[config.mk]
export PLATFORM = sky130hd
export DESIGN_NAME = fixed_reference_control
export DESIGN_NICKNAME = d
export VERILOG_FILES = /design/src/rtl/fixed_reference_pkg.sv /design/src/rtl/settle_timer.sv /design/src/rtl/fixed_reference_control.sv
export VERILOG_INCLUDE_DIRS = /design/src /design/src/rtl
export SDC_FILE = /design/constraint.sdc
export NUM_CORES = 1
export LEC_CHECK = 0
export BUFFER_PORTS_ARGS = -buffer_cell sky130_fd_sc_hd__clkbuf_2
export CAP_MARGIN = 20
export CORE_UTILIZATION = 25
export DETAILED_ROUTE_END_ITERATION = 10
export GPL_TIMING_DRIVEN = 0
export SLEW_MARGIN = 5
export SYNTH_ARGS = -nofsm -noshare
export SYNTH_HDL_FRONTEND = slang
export SYNTH_SLANG_ARGS = --single-unit
[constraint.sdc]
create_clock -name pclk -period 5.3 [get_ports pclk]
set_input_delay 1.06 -clock pclk [delete_from_list [all_inputs] [get_ports pclk]]
set_output_delay 1.06 -clock pclk [all_outputs]
set_load 0.03 [all_outputs]
[src/rtl/fixed_reference_defs.svh]
`ifndef FIXED_REFERENCE_DEFS_SVH
`define FIXED_REFERENCE_DEFS_SVH

// ----------------------------------------------------------------
// Register map (byte addresses)
// ----------------------------------------------------------------
`define ADDR_CONTROL          12'h000
`define ADDR_STATUS           12'h004
`define ADDR_IRQ_STATUS       12'h008
`define ADDR_IRQ_MASK         12'h00C
`define ADDR_SYSTEM           12'h010

// ----------------------------------------------------------------
// Control register fields
// ----------------------------------------------------------------
`define CTL_ENABLE_BIT        7
`define CTL_READY_BIT         6
`define CTL_CDG_HI            3
`define CTL_CDG_LO            2
`define CTL_ADG_HI            1
`define CTL_ADG_LO            0
`define CTL_WRITE_MASK        32'h0000008F

// ----------------------------------------------------------------
// System condition register fields
// ----------------------------------------------------------------
`define SYS_OSC_HI            2
`define SYS_OSC_LO            0
`define SYS_FREQ_HI           6
`define SYS_FREQ_LO           3
`define SYS_BOR_HI            8
`define SYS_BOR_LO            7
`define SYS_BROWNOUT_FAST_START_BIT         9
`define SYS_REGPM_BIT         10
`define SYS_WRITE_MASK        32'h000007FF

// ----------------------------------------------------------------
// Status / interrupt fields
// ----------------------------------------------------------------
`define ST_ON_BIT             0
`define ST_READY_BIT          1
`define ST_FORCED_BIT         2
`define IRQ_READY_RISE        0
`define IRQ_READY_FALL        1
`define IRQ_WIDTH             2

// ----------------------------------------------------------------
// Decode codes and reset values
// ----------------------------------------------------------------
`define OSC_INTERNAL          3'h4
`define FREQ_LOW_PREFIX       3'h0
`define BOR_ALWAYS            2'h3
`define BOR_SLEEP_OFF         2'h2
`define BOR_SOFTWARE          2'h1
`define CONTROL_RESET         8'h00
`define SYSTEM_RESET          11'h000

// ----------------------------------------------------------------
// Timing
// ----------------------------------------------------------------
`define CLK_PERIOD_NS         10
`define SETTLE_TIME_NS        30000
`define SETTLE_CYCLES         ((`SETTLE_TIME_NS + `CLK_PERIOD_NS - 1) / `CLK_PERIOD_NS)

`endif

[src/rtl/fixed_reference_pkg.sv]
package fixed_reference_pkg;

    typedef enum logic [1:0] {
        GAIN_OFF = 2'h0,
        GAIN_X1  = 2'h1,
        GAIN_X2  = 2'h2,
        GAIN_X4  = 2'h3
    } gain_e;

    typedef enum logic [1:0] {
        REF_OFF      = 2'h0,
        REF_SETTLING = 2'h1,
        REF_READY    = 2'h3
    } ref_state_e;

    typedef logic [2:0] gain_onehot_t;

endpackage

[src/rtl/settle_timer.sv]
`timescale 1ns/1ps
`include "fixed_reference_defs.svh"

module settle_timer
    import fixed_reference_pkg::*;
#(
    parameter int CYCLES = `SETTLE_CYCLES
) (
    input  wire logic pclk,
    input  wire logic presetn,
    input  wire logic restart,
    input  wire logic run,
    output logic      done
);

    localparam int CW = $clog2(CYCLES + 1);

    initial begin
        if (CYCLES < 1) begin
            $error("settle_timer: CYCLES must be at least 1");
        end
    end

    logic [CW-1:0] count_r;

    // Restart reloads the full wait, so a gain change never shortens it
    always_ff @(posedge pclk or negedge presetn) begin
        if (!presetn) begin
            count_r <= '0;
        end else if (restart || !run) begin
            count_r <= CW'(CYCLES);
        end else if (count_r != '0) begin
            count_r <= count_r - CW'(1);
        end
    end

    assign done = run && !restart && (count_r == '0);

endmodule // settle_timer

[src/rtl/fixed_reference_control.sv]
// Behaviour
// - Reference runs when enable bit set; off when clear and nobody requests it.
// - Three output levels 1.024, 2.048, 4.096 V chosen by gain.
// - Two independent gain buffers, each gain one, two or four.
// - ADC buffer gain field enables and sets the ADC buffer.
// - Comparator/DAC gain field enables and sets that buffer.
// - Ready flag rises only after reference and buffers have settled.
// - Internal oscillator code with frequency not 000x, awake, forces reference on.
// - Brown-out field 11, or 10/01 with fast start, forces reference on.
// - High-voltage variant: regulator mode 1 and awake forces reference on.
// - In sleep the regulator request is dropped.
// - Ready reads 0 when not ready or reference off (enable clear, nothing forcing it), 1 when usable; low-voltage variant only.
// - Gain code 00 off, 01 x1, 10 x2, 11 x4.
// - High-voltage variant reads ready constantly as 1.
`timescale 1ns/1ps
`include "fixed_reference_defs.svh"

module fixed_reference_control
    import fixed_reference_pkg::*;
#(
    parameter bit HIGH_VOLTAGE  = 1'b0,
    parameter int SETTLE_CYCLES = `SETTLE_CYCLES
) (
    input  wire logic        pclk,
    input  wire logic        presetn,
    input  wire logic        psel,
    input  wire logic        penable,
    input  wire logic        pwrite,
    input  wire logic [11:0] paddr,
    input  wire logic [31:0] pwdata,
    input  wire logic [3:0]  pstrb,
    output logic      [31:0] prdata,
    output logic             pready,
    output logic             pslverr,
    input  wire logic        sleep_mode,
    output logic             reference_on,
    output logic      [2:0]  adc_buffer_sel,
    output logic      [2:0]  cmp_dac_buffer_sel,
    output logic             reference_ready_flag,
    output logic             irq
);

    // ----------------------------------------------------------------
    // Parameter checks
    // ----------------------------------------------------------------
    // A zero wait would let ready rise in the same cycle as the enable
    initial begin
        if (SETTLE_CYCLES < 1) begin
            $error("fixed_reference_control: SETTLE_CYCLES must be at least 1");
        end
    end

    // ----------------------------------------------------------------
    // Decoding helpers
    // ----------------------------------------------------------------
    // One-hot select drives the analog gain switches directly
    function automatic gain_onehot_t decode_gain(input logic [1:0] code);
        gain_onehot_t sel;
        sel = 3'h0;
        unique case (gain_e'(code))
            GAIN_OFF: sel = 3'h0;
            GAIN_X1:  sel = 3'h1;
            GAIN_X2:  sel = 3'h2;
            GAIN_X4:  sel = 3'h4;
        endcase
        return sel;
    endfunction

    function automatic logic addr_hit(input logic [11:0] a, input logic [11:0] target);
        return a == target;
    endfunction

    // ----------------------------------------------------------------
    // Bus access
    // ----------------------------------------------------------------
    logic access;
    logic take;
    logic wr_en;
    logic rd_en;
    logic mapped;

    // Only the first access cycle acts: a W1C clear repeated in the
    // answer cycle could otherwise wipe an event set one cycle earlier
    assign access = psel && penable;
    assign take   = access && !pready;
    assign wr_en  = take && pwrite && pstrb[0];
    assign rd_en  = take && !pwrite;
    assign mapped = addr_hit(paddr, `ADDR_CONTROL) || addr_hit(paddr, `ADDR_STATUS)
                 || addr_hit(paddr, `ADDR_IRQ_STATUS) || addr_hit(paddr, `ADDR_IRQ_MASK)
                 || addr_hit(paddr, `ADDR_SYSTEM);

    // ----------------------------------------------------------------
    // Software registers
    // ----------------------------------------------------------------
    // Control holds enable and both gain fields; system mirrors the device
    // configuration (oscillator, frequency, brown-out, regulator mode)
    logic [7:0]           control_r;
    logic [10:0]          system_r;
    logic [`IRQ_WIDTH-1:0] irq_mask_r;
    logic [`IRQ_WIDTH-1:0] irq_status_r;

    always_ff @(posedge pclk or negedge presetn) begin
        if (!presetn) begin
            control_r <= `CONTROL_RESET;
        end else if (wr_en && addr_hit(paddr, `ADDR_CONTROL)) begin
            control_r <= pwdata[7:0] & 8'(`CTL_WRITE_MASK);
        end
    end

    // Byte lanes 0 and 1 both carry system condition bits
    always_ff @(posedge pclk or negedge presetn) begin
        if (!presetn) begin
            system_r <= `SYSTEM_RESET;
        end else if (take && pwrite && addr_hit(paddr, `ADDR_SYSTEM)) begin
            if (pstrb[0]) begin
                system_r[7:0] <= pwdata[7:0];
            end
            if (pstrb[1]) begin
                system_r[10:8] <= pwdata[10:8];
            end
        end
    end

    always_ff @(posedge pclk or negedge presetn) begin
        if (!presetn) begin
            irq_mask_r <= '0;
        end else if (wr_en && addr_hit(paddr, `ADDR_IRQ_MASK)) begin
            irq_mask_r <= pwdata[`IRQ_WIDTH-1:0];
        end
    end

    // ----------------------------------------------------------------
    // Peripheral requests
    // ----------------------------------------------------------------
    logic       enable_bit;
    logic [2:0] osc_sel;
    logic [3:0] freq_sel;
    logic [1:0] bor_field;
    logic       bor_fast;
    logic       reg_mode;
    logic       osc_request;
    logic       bor_request;
    logic       ldo_request;
    logic       forced;
    logic       ref_nxt;

    assign enable_bit = control_r[`CTL_ENABLE_BIT];
    assign osc_sel    = system_r[`SYS_OSC_HI:`SYS_OSC_LO];
    assign freq_sel   = system_r[`SYS_FREQ_HI:`SYS_FREQ_LO];
    assign bor_field  = system_r[`SYS_BOR_HI:`SYS_BOR_LO];
    assign bor_fast   = system_r[`SYS_BROWNOUT_FAST_START_BIT];
    assign reg_mode   = system_r[`SYS_REGPM_BIT];

    assign osc_request = (osc_sel == `OSC_INTERNAL)
                      && (freq_sel[3:1] != `FREQ_LOW_PREFIX) && !sleep_mode;
    assign bor_request = (bor_field == `BOR_ALWAYS)
                      || ((bor_field == `BOR_SLEEP_OFF) && bor_fast)
                      || ((bor_field == `BOR_SOFTWARE) && bor_fast);
    // Sleep hands the core to the low-power regulator, so no request then
    assign ldo_request = HIGH_VOLTAGE && reg_mode && !sleep_mode;
    // Forced is visible in status, so software can tell who holds it on
    assign forced      = osc_request || bor_request || ldo_request;
    assign ref_nxt     = enable_bit || forced;

    // ----------------------------------------------------------------
    // Analog controls and settling
    // ----------------------------------------------------------------
    gain_onehot_t adc_nxt;
    gain_onehot_t cd_nxt;
    logic         gain_change;
    logic         settled;
    ref_state_e   state_r;
    logic         ready_nxt;

    assign adc_nxt = decode_gain(control_r[`CTL_ADG_HI:`CTL_ADG_LO]);
    assign cd_nxt  = decode_gain(control_r[`CTL_CDG_HI:`CTL_CDG_LO]);
    assign gain_change = (adc_nxt != adc_buffer_sel) || (cd_nxt != cmp_dac_buffer_sel);

    always_ff @(posedge pclk or negedge presetn) begin
        if (!presetn) begin
            reference_on       <= 1'b0;
            adc_buffer_sel     <= 3'h0;
            cmp_dac_buffer_sel <= 3'h0;
        end else begin
            reference_on       <= ref_nxt;
            adc_buffer_sel     <= adc_nxt;
            cmp_dac_buffer_sel <= cd_nxt;
        end
    end

    // Any buffer change reopens the settling wait
    // Settling is counted in pclk cycles; rescale SETTLE_CYCLES with the clock
    settle_timer #(
        .CYCLES (SETTLE_CYCLES)
    ) u_settle (
        .pclk    (pclk),
        .presetn (presetn),
        .restart (gain_change || (ref_nxt && !reference_on)),
        .run     (ref_nxt),
        .done    (settled)
    );

    always_ff @(posedge pclk or negedge presetn) begin
        if (!presetn) begin
            state_r <= REF_OFF;
        end else begin
            unique case (state_r)
                REF_OFF:      state_r <= ref_nxt ? REF_SETTLING : REF_OFF;
                REF_SETTLING: state_r <= !ref_nxt ? REF_OFF
                                       : (settled ? REF_READY : REF_SETTLING);
                REF_READY:    state_r <= !ref_nxt ? REF_OFF
                                       : (gain_change ? REF_SETTLING : REF_READY);
                default:      state_r <= REF_OFF;
            endcase
        end
    end

    // ----------------------------------------------------------------
    // Ready flag
    // ----------------------------------------------------------------
    // A gain change drops ready at once rather than waiting for the timer
    assign ready_nxt = HIGH_VOLTAGE ? 1'b1
                     : (ref_nxt && !gain_change
                        && (state_r == REF_READY
                            || (state_r == REF_SETTLING && settled)));

    always_ff @(posedge pclk or negedge presetn) begin
        if (!presetn) begin
            // High-voltage variant reads ready from reset onwards
            reference_ready_flag <= HIGH_VOLTAGE;
        end else begin
            reference_ready_flag <= ready_nxt;
        end
    end

    // ----------------------------------------------------------------
    // Interrupts
    // ----------------------------------------------------------------
    logic [`IRQ_WIDTH-1:0] irq_event;
    logic [`IRQ_WIDTH-1:0] irq_clear;
    logic [`IRQ_WIDTH-1:0] irq_status_nxt;

    assign irq_event[`IRQ_READY_RISE] = ready_nxt && !reference_ready_flag;
    assign irq_event[`IRQ_READY_FALL] = !ready_nxt && reference_ready_flag;
    assign irq_clear = (wr_en && addr_hit(paddr, `ADDR_IRQ_STATUS))
                     ? pwdata[`IRQ_WIDTH-1:0] : '0;
    // Set wins over a clear in the same cycle
    assign irq_status_nxt = (irq_status_r & ~irq_clear) | irq_event;

    always_ff @(posedge pclk or negedge presetn) begin
        if (!presetn) begin
            irq_status_r <= '0;
        end else begin
            irq_status_r <= irq_status_nxt;
        end
    end

    // A set mask bit lets its status bit raise irq; irq uses the new
    // status so it never lags the flag by a cycle
    always_ff @(posedge pclk or negedge presetn) begin
        if (!presetn) begin
            irq <= 1'b0;
        end else begin
            irq <= |(irq_status_nxt & irq_mask_r);
        end
    end

    // ----------------------------------------------------------------
    // Read data and response
    // ----------------------------------------------------------------
    logic [31:0] rdata_nxt;

    // Unused bits and unmapped offsets read as zero
    always_comb begin
        rdata_nxt = 32'h0;
        if (addr_hit(paddr, `ADDR_CONTROL)) begin
            rdata_nxt[7:0] = control_r;
            rdata_nxt[`CTL_READY_BIT] = reference_ready_flag;
        end else if (addr_hit(paddr, `ADDR_STATUS)) begin
            rdata_nxt[`ST_ON_BIT]     = reference_on;
            rdata_nxt[`ST_READY_BIT]  = reference_ready_flag;
            rdata_nxt[`ST_FORCED_BIT] = forced;
        end else if (addr_hit(paddr, `ADDR_IRQ_STATUS)) begin
            rdata_nxt[`IRQ_WIDTH-1:0] = irq_status_r;
        end else if (addr_hit(paddr, `ADDR_IRQ_MASK)) begin
            rdata_nxt[`IRQ_WIDTH-1:0] = irq_mask_r;
        end else if (addr_hit(paddr, `ADDR_SYSTEM)) begin
            rdata_nxt[10:0] = system_r;
        end
    end

    // One wait state: pready rises in the second access cycle
    always_ff @(posedge pclk or negedge presetn) begin
        if (!presetn) begin
            pready  <= 1'b0;
            pslverr <= 1'b0;
            prdata  <= 32'h0;
        end else begin
            pready  <= take;
            pslverr <= take && !mapped;
            prdata  <= rd_en ? rdata_nxt : 32'h0;
        end
    end

endmodule // fixed_reference_control

Yosys cells after proc, flatten, opt, wreduce, memory -nomap -nowiden. Index checks and enable logic that the tools add are counted.

Add/subtract/negate cells: 1. Equal/unequal tests: 18. Multiplexer cells: 21. Bitwise operators: 4. Reduce and logical (&&, ||, !) cells: 55.

Operators by type and width (count): $eq A12 B4 Y1 const B (2); $logic_not A12 Y1 (2); $mux W12 (2); $pmux W3 S4 (2); $logic_and A1 B1 Y1 (22); $mux W11 (2); $mux W9 (2); $mux W8 (2); $eq A2 B2 Y1 const B (7); $mux W2 (7); $eq A12 B3 Y1 const B (1); $eq A12 B5 Y1 const B (1); $logic_or A1 B1 Y1 (12); $reduce_bool A12 Y1 (1); $sub A12 B1 Y12 const B (1); $logic_not A1 Y1 (10); $eq A2 B1 Y1 const B (4); $logic_not A2 Y1 (3); $mux W3 (2); $ne A3 B3 Y1 (2); $pmux W2 S3 (1); $and A2 B2 Y2 (2); $reduce_and A2 Y1 (2); $eq A3 B3 Y1 const B (1); other kinds (6) (6).

Flip-flop bits (word level): 56. Input port bits: 54. Output and inout port bits: 43. Logic and storage cells: 114.

Logic depth before layout (Yosys ltp). Gate-level depths: netlist of the first run.

Word-level depth: 19. Gate-level depth with buffers: 8. Gate-level depth less buffers: 7.

By module. Synthesis of the first run repeated with hierarchy kept, for this count alone.

Cells, all modules: 267. Area, all modules: 2837.7 um^2.

Modules (own cells, without submodules): fixed_reference_control (instances 1, cells each 192, area an instance 2149.6 um^2, seq. area each 1101.1 um^2); settle_timer (instances 1, cells each 75, area an instance 688.2 um^2, seq. area each 300.3 um^2).

Worst setup path before layout of the first run. OpenSTA, ideal clock, no wires.

Path type: input-to-reg. From: input port paddr[7]. To: register control_r[0]. Setup time: 0.125 ns. Data arrival time: 2.715 ns. Data required time: 5.175 ns. Slack: 2.461 ns. Stages: 6. Buffers on the path: 1. Path through: or4_4 > nor4_4 > and3b_1 > and2_1 > buf_2 > mux2_2.

Cells in the longest elaborated chain, start to end: 2.

Ends and longest elaborated chain: from (decl) (line fixed_reference_control.sv:29) `input wire logic [11:0] paddr,`; $logic_not A12 Y1 (line fixed_reference_control.sv:70) `return a == target;`; $logic_and A1 B1 Y1 (line fixed_reference_control.sv:105) `` end else if (wr_en && addr_hit(paddr, `ADDR_CONTROL)) begin ``; to (signal assigned) (line fixed_reference_control.sv:104) `` control_r <= `CONTROL_RESET; ``; to (signal assigned) (line fixed_reference_control.sv:106) `` control_r <= pwdata[7:0] & 8'(`CTL_WRITE_MASK); ``; to (decl) (line fixed_reference_control.sv:97) `logic [7:0] control_r;`.

Every way passes these cells. A chain may end at the register's enable or synchronous reset.

Worst setup path after layout of the first run.
From: input port paddr[7]. To: register control_r[7].

Same word-level chain as after synthesis.

==> run summary, run 1 <==
CP Capture Type: flip-flop
core box area: 10840 µm²
WP data required: 5500 ps
via count: 2043
clock share of power: 0.364
Synth cell types: 53
Psw: 184.4 µW
synth-to-layout area growth: 22.22%
largest net degree at the start of global routing: 57
kind of critical path: in2reg
commonest non-fill, non-tap cell in the layout: dfrtp_1
register bit total from synthesis: 56
unrepaired setup endpoints after global routing: false
outcome: finished, final reports clean
Power Density: 228.5 nW/µm²
sequential-to-total area share from yosys stat: 0.5027
Ys Warns: 0
clock slew at reported path FFs: 110 ps
mapped cell area: 2788 µm²
Tot Pwr: 778.6 µW
first-pass GRT wire length: 9777 µm
Initial Utilization: 0.2572
Switching Share: 0.2368
Synth Instances: 249
number of global-route vias before repair: 1991
CTS tree: done
# rows: 38
CTS Buf Count: 5
Placed Area: 3296 µm²
Clock Skews: 10.27 ps
Peak supply drop: 178.8 µV
total wire length: 5836 µm
hold-fix buffers at CTS: 0
remaining global-route overflow: 0
design area: 3407 µm²
Hold Path Cell Cnt: 1
first-pass iteration count of the detailed router: 4
Clock Latency Late Sink: 310 ps
Least-Margin Pin Slew: 767.7 ps
CP arrival: 3020 ps
CP max FO: 6
die footprint: 11580 µm²
Clock Tree Buf Depth: 2
# diodes: 0
Most used DFF post-synth: dfrtp_1
detailed router's first-iteration violation count: 43
GP Congestion: 0.8128
maximum clock rate: 354.5 MHz
# Post-CTS Setup Buffers: 0
# clock sinks: 56
Slew headroom: 0.4882
via/cell ratio: 4.365
Post-synth EDFFs: 0
GRT Overall Usage: 0.1086
fillers: 1160
Synth Area per Inst: 11.20 µm²
Hold Crit Class: reg2reg
Final #Nets: 382
Leakage: 1.695 nW
DRC violations left: 0
combinational share of power: 0.086
minimum clock period: 2821 ps
Die H: 107.6 µm
CTS H-tree depth: 2
WL/cell: 12.47 µm
die width: 107.6 µm
layout cell share with drive strength beyond 1: 0.3384
detailed placement HPWL: 4455 µm
most frequent cells in the layout: dfrtp_1, clkbuf_2, buf_4, conb_1, mux2_2
Worst Setup Start Kind: input pin
IO Port Bufs: 51
Post-synth ARST share: 1.000
cell internal pwr: 594.2 µW
max-slew violations: 0
Fin. Hold Viols: 0
Min Hold Slack: 448.1 ps
Routed Antenna Nets: 0
fin crit share: 0.5322
# IOs: 97
post-CTS sizing: 0
Max Cap Violations: 0
sequential power share: 0.550
initial antenna violation count: 0
setup_tns: 0 ps
Final setup viols: 0
r2r worst-path depth: 6
Root Driver: clkbuf_8
[critical path: stages]
cell and delay (ps):
clkbuf_2 80, or4_4 530, nor4_4 330, and3b_1 340, and2_1 160, buf_2 170
mux2_2 350
[cells in the mapped netlist, types with 2 or more instances]
cell type  count  share of area
a21oi_1        9          0.016
nor2_1        15          0.020
or4_4          2         0.0081
or3_1          4         0.0090
inv_1          6         0.0081
and2_1        10          0.022
dfrtp_1       56           0.50
a211o_1        2         0.0063
a22oi_1        3         0.0081
nand2_1        7         0.0094
nor4b_1        3         0.0094
xor2_1         2         0.0063
buf_2          3         0.0054
clkbuf_1       4         0.0054
and3_1         4         0.0090
nor3_1         6          0.011
nor3b_1        5          0.013
nor2b_1        9          0.020
xnor2_1        4          0.013
mux2_2        19          0.077
buf_4         21          0.057
and3b_1        4          0.013
or4_1          2         0.0054
nor4_1         2         0.0045
nand2b_1       5          0.011
nand3_1        6          0.011
o21ai_0        9          0.016
a211oi_1       2         0.0054
[metrics by stage]
step,cells,setup WS [ps],util
final,468,2479,0.3143
after global routing,468,2378,0.3143
after CTS,468,2496,0.3143
after detailed placement,460,2148,0.3040
after global placement,460,2175,0.3038
after floorplan,269,2461,-
[power groups by stage]
stage	Clock (mW)	Combinational [mW]	Sequential, mW
finish	0.283	0.0669	0.428
global route	0.310	0.0737	0.429
CTS	0.293	0.0677	0.428
detailed placement	0	0.0676	0.437
global placement	0	0.0665	0.437
floorplan	0	0.0403	0.439
[kinds of logic after synthesis]
family,count (synthesis),synth area share
XOR/XNOR,6,0.01885
flip-flops,56,0.5027
buffers and inverters,35,0.07944
other,1,0.001345
adder cells (fa/ha/maj),2,0.008078
AND/OR/NAND/NOR,93,0.2123
multiplexers,21,0.08842
AO/OA/AOI/OAI,35,0.08887
[layout make-up]
cell class,count,area (µm²),area share
Multi-Input combinational cell,178,1240,0.3639
Timing Repair Buffer,51,257.7,0.07565
Clock buffer,6,72.57,0.02130
Buffer,29,198.9,0.05839
Tap cell,140,175.2,0.05141
Inverter,6,22.52,0.006610
Clock inverter,2,38.79,0.01138
Sequential cell,56,1401,0.4113
[sequential cells by signal (all words and copies together) (netlist names)]
register / cells
u_settle.count_r: 12
irq_mask_r: 2
pslverr: 1
irq: 1
reference_on: 1
pready: 1
irq_status_r: 2
adc_buffer_sel: 3
state_r: 2
system_r: 11
control_r: 5
cmp_dac_buffer_sel: 3
prdata: 11
reference_ready_flag: 1
[layer usage]
metal | GRT usage | vias to the layer above | share of wire
met5 | 0 | - | 0
met4 | 0.02642 | 0 | 0.0087
met3 | 0.02421 | 5 | 0.046
met2 | 0.1777 | 51 | 0.46
met1 | 0.1448 | 980 | 0.48
li1 | - | 1007 | -
[path summary, 6_finish.rpt]
kind | from | endpoint | slack (ps)
max in group asynchronous | presetn | u_settle.count_r[2] | 3950
hold / removal | state_r[1] | state_r[0] | 450
setup / recovery | paddr[7] | control_r[7] | 2480
min in group asynchronous | presetn | prdata[10] | 840
hold reg to reg | state_r[1] | state_r[0] | 450
setup reg to reg | system_r[0] | u_settle.count_r[8] | 2900
(Power assumes the default switching activity.)
==> run 2, diff against run 1 <==
- clock period: 5.3 -> 2.3 ns (I/O delays scaled with it)
==> run summary, run 2 (synthesis results as in run 1) <==
first-pass iteration count of the detailed router: 4
end-of-flow core utilization: 0.3219
unrepaired setup endpoints after global routing: true
Layout Cells excl Fill: 473
detailed router's first-iteration violation count: 69
Tot Pwr: 1.793 mW
CP Capture Type: flip-flop
CTS tree: done
Min Hold Slack: 235.4 ps
detailed placement HPWL: 4455 µm
CP max FO: 8
synth-to-layout area growth: 25.18%
Crit. Startpoint: u_settle.count_r[1]
Reg-to-Reg Start: u_settle.count_r[1]
final worst setup slack: 71.01 ps
die footprint: 11580 µm²
Power Density: 513.9 nW/µm²
area of the multi-input gates: 1277 µm²
CTS Buf Count: 5
number of global-route vias before repair: 1986
Initial Utilization: 0.2572
Worst Setup Start Kind: flip-flop
Max Cap Violations: 0
Die H: 107.6 µm
Post-Place Cells: 460
largest registers: u_settle.count_r (12), prdata (11), system_r (11)
die width: 107.6 µm
Slew headroom: 0.4884
fin crit share: 0.9691
commonest non-fill, non-tap cell in the layout: dfrtp_1
fillers: 1155
Least-Margin Pin Slew: 767.3 ps
# clock sinks: 56
CTS H-tree depth: 2
Peak supply drop: 411.3 µV
Placed Area: 3296 µm²
first-pass GRT wire length: 9770 µm
Hold Crit Class: in2async
Fin. Hold Viols: 0
kind of critical path: reg2reg
WL/cell: 12.66 µm
Leakage: 1.725 nW
register area: 1401 µm²
GP Congestion: 0.8128
setup slack, reg-to-reg: 70 ps
largest net degree at the start of global routing: 57
most frequent cells in the layout: dfrtp_1, clkbuf_2, buf_4
Clock Latency Late Sink: 310 ps
minimum clock period: 2229 ps
Clock Tree Buf Depth: 2
Reg with most FFs: u_settle.count_r
CP arrival: 2430 ps
# IOs: 97
Routed Antenna Nets: 0
via count: 2071
pre-CTS setup slack: -252.3 ps
Final #Nets: 387
Clock Skews: 10.13 ps
max reg flops: 12
Root Driver: clkbuf_8
total wire length: 5990 µm
remaining global-route overflow: 0
layout cell share with drive strength beyond 1: 0.3754
core box area: 10840 µm²
setup_tns: 0 ps
initial antenna violation count: 0
GRT Overall Usage: 0.1086
WP data required: 2500 ps
design area: 3490 µm²
clock slew at reported path FFs: 100 ps
# diodes: 0
# rows: 38
IO Port Bufs: 51
outcome: finished, final reports clean
via/cell ratio: 4.378
DRC violations left: 0
Final setup viols: 0
maximum clock rate: 448.6 MHz
max-slew violations: 0
-- run 2: repair_timing --
| action | 4_1_cts | 5_1_grt |
|---|---|---|
| hold buffers | 0 | 0 |
| buffers inserted | 0 | 5 |
| pin swaps | 1 | 4 |
| endpoints found under the setup margin | 10 | 13 |
| resized for setup | 2 | 13 |
-- run 2: layout make-up --
type / count / area share
sequential: 56 / 0.4016
multi-input combinational: 178 / 0.3661
timing repair buffer: 56 / 0.08462
buffer: 29 / 0.05916
tap: 140 / 0.05020
clock buffer: 6 / 0.02080
clock inverter: 2 / 0.01112
inverter: 6 / 0.006454
-- run 2: metal layers --
metal / up-vias / GRT usage / wire length [µm]
li1: 1006 / - / -
met1: 1010 / 0.1452 / 2865
met2: 49 / 0.1740 / 2776
met3: 6 / 0.02482 / 266
met4: 0 / 0.03229 / 81
met5: - / 0 / 0
-- run 2: path summary, 6_finish.rpt --
kind                                  endpoint  cells past startpoint
max in group asynchronous  u_settle.count_r[2]                      1
max reg2reg                                irq                      8
min in group pclk                  system_r[6]                      2
max                                        irq                      8
min reg2reg                         state_r[0]                      1
min                                  prdata[1]                      1
-- run 2: where the power goes --
part	switching (mW)	internal, mW
clock	0.323	0.330
sequential	0.000794	0.986
combinational	0.101	0.0535
-- run 2: critical path, cell delays in order (launching register included) --
cell,delay [ps]
dfrtp_1,420
inv_2,90
ha_4,130
or3b_4,370
buf_6,150
o41ai_4,360
nor2_1,70
a221o_1,270
a311o_1,270
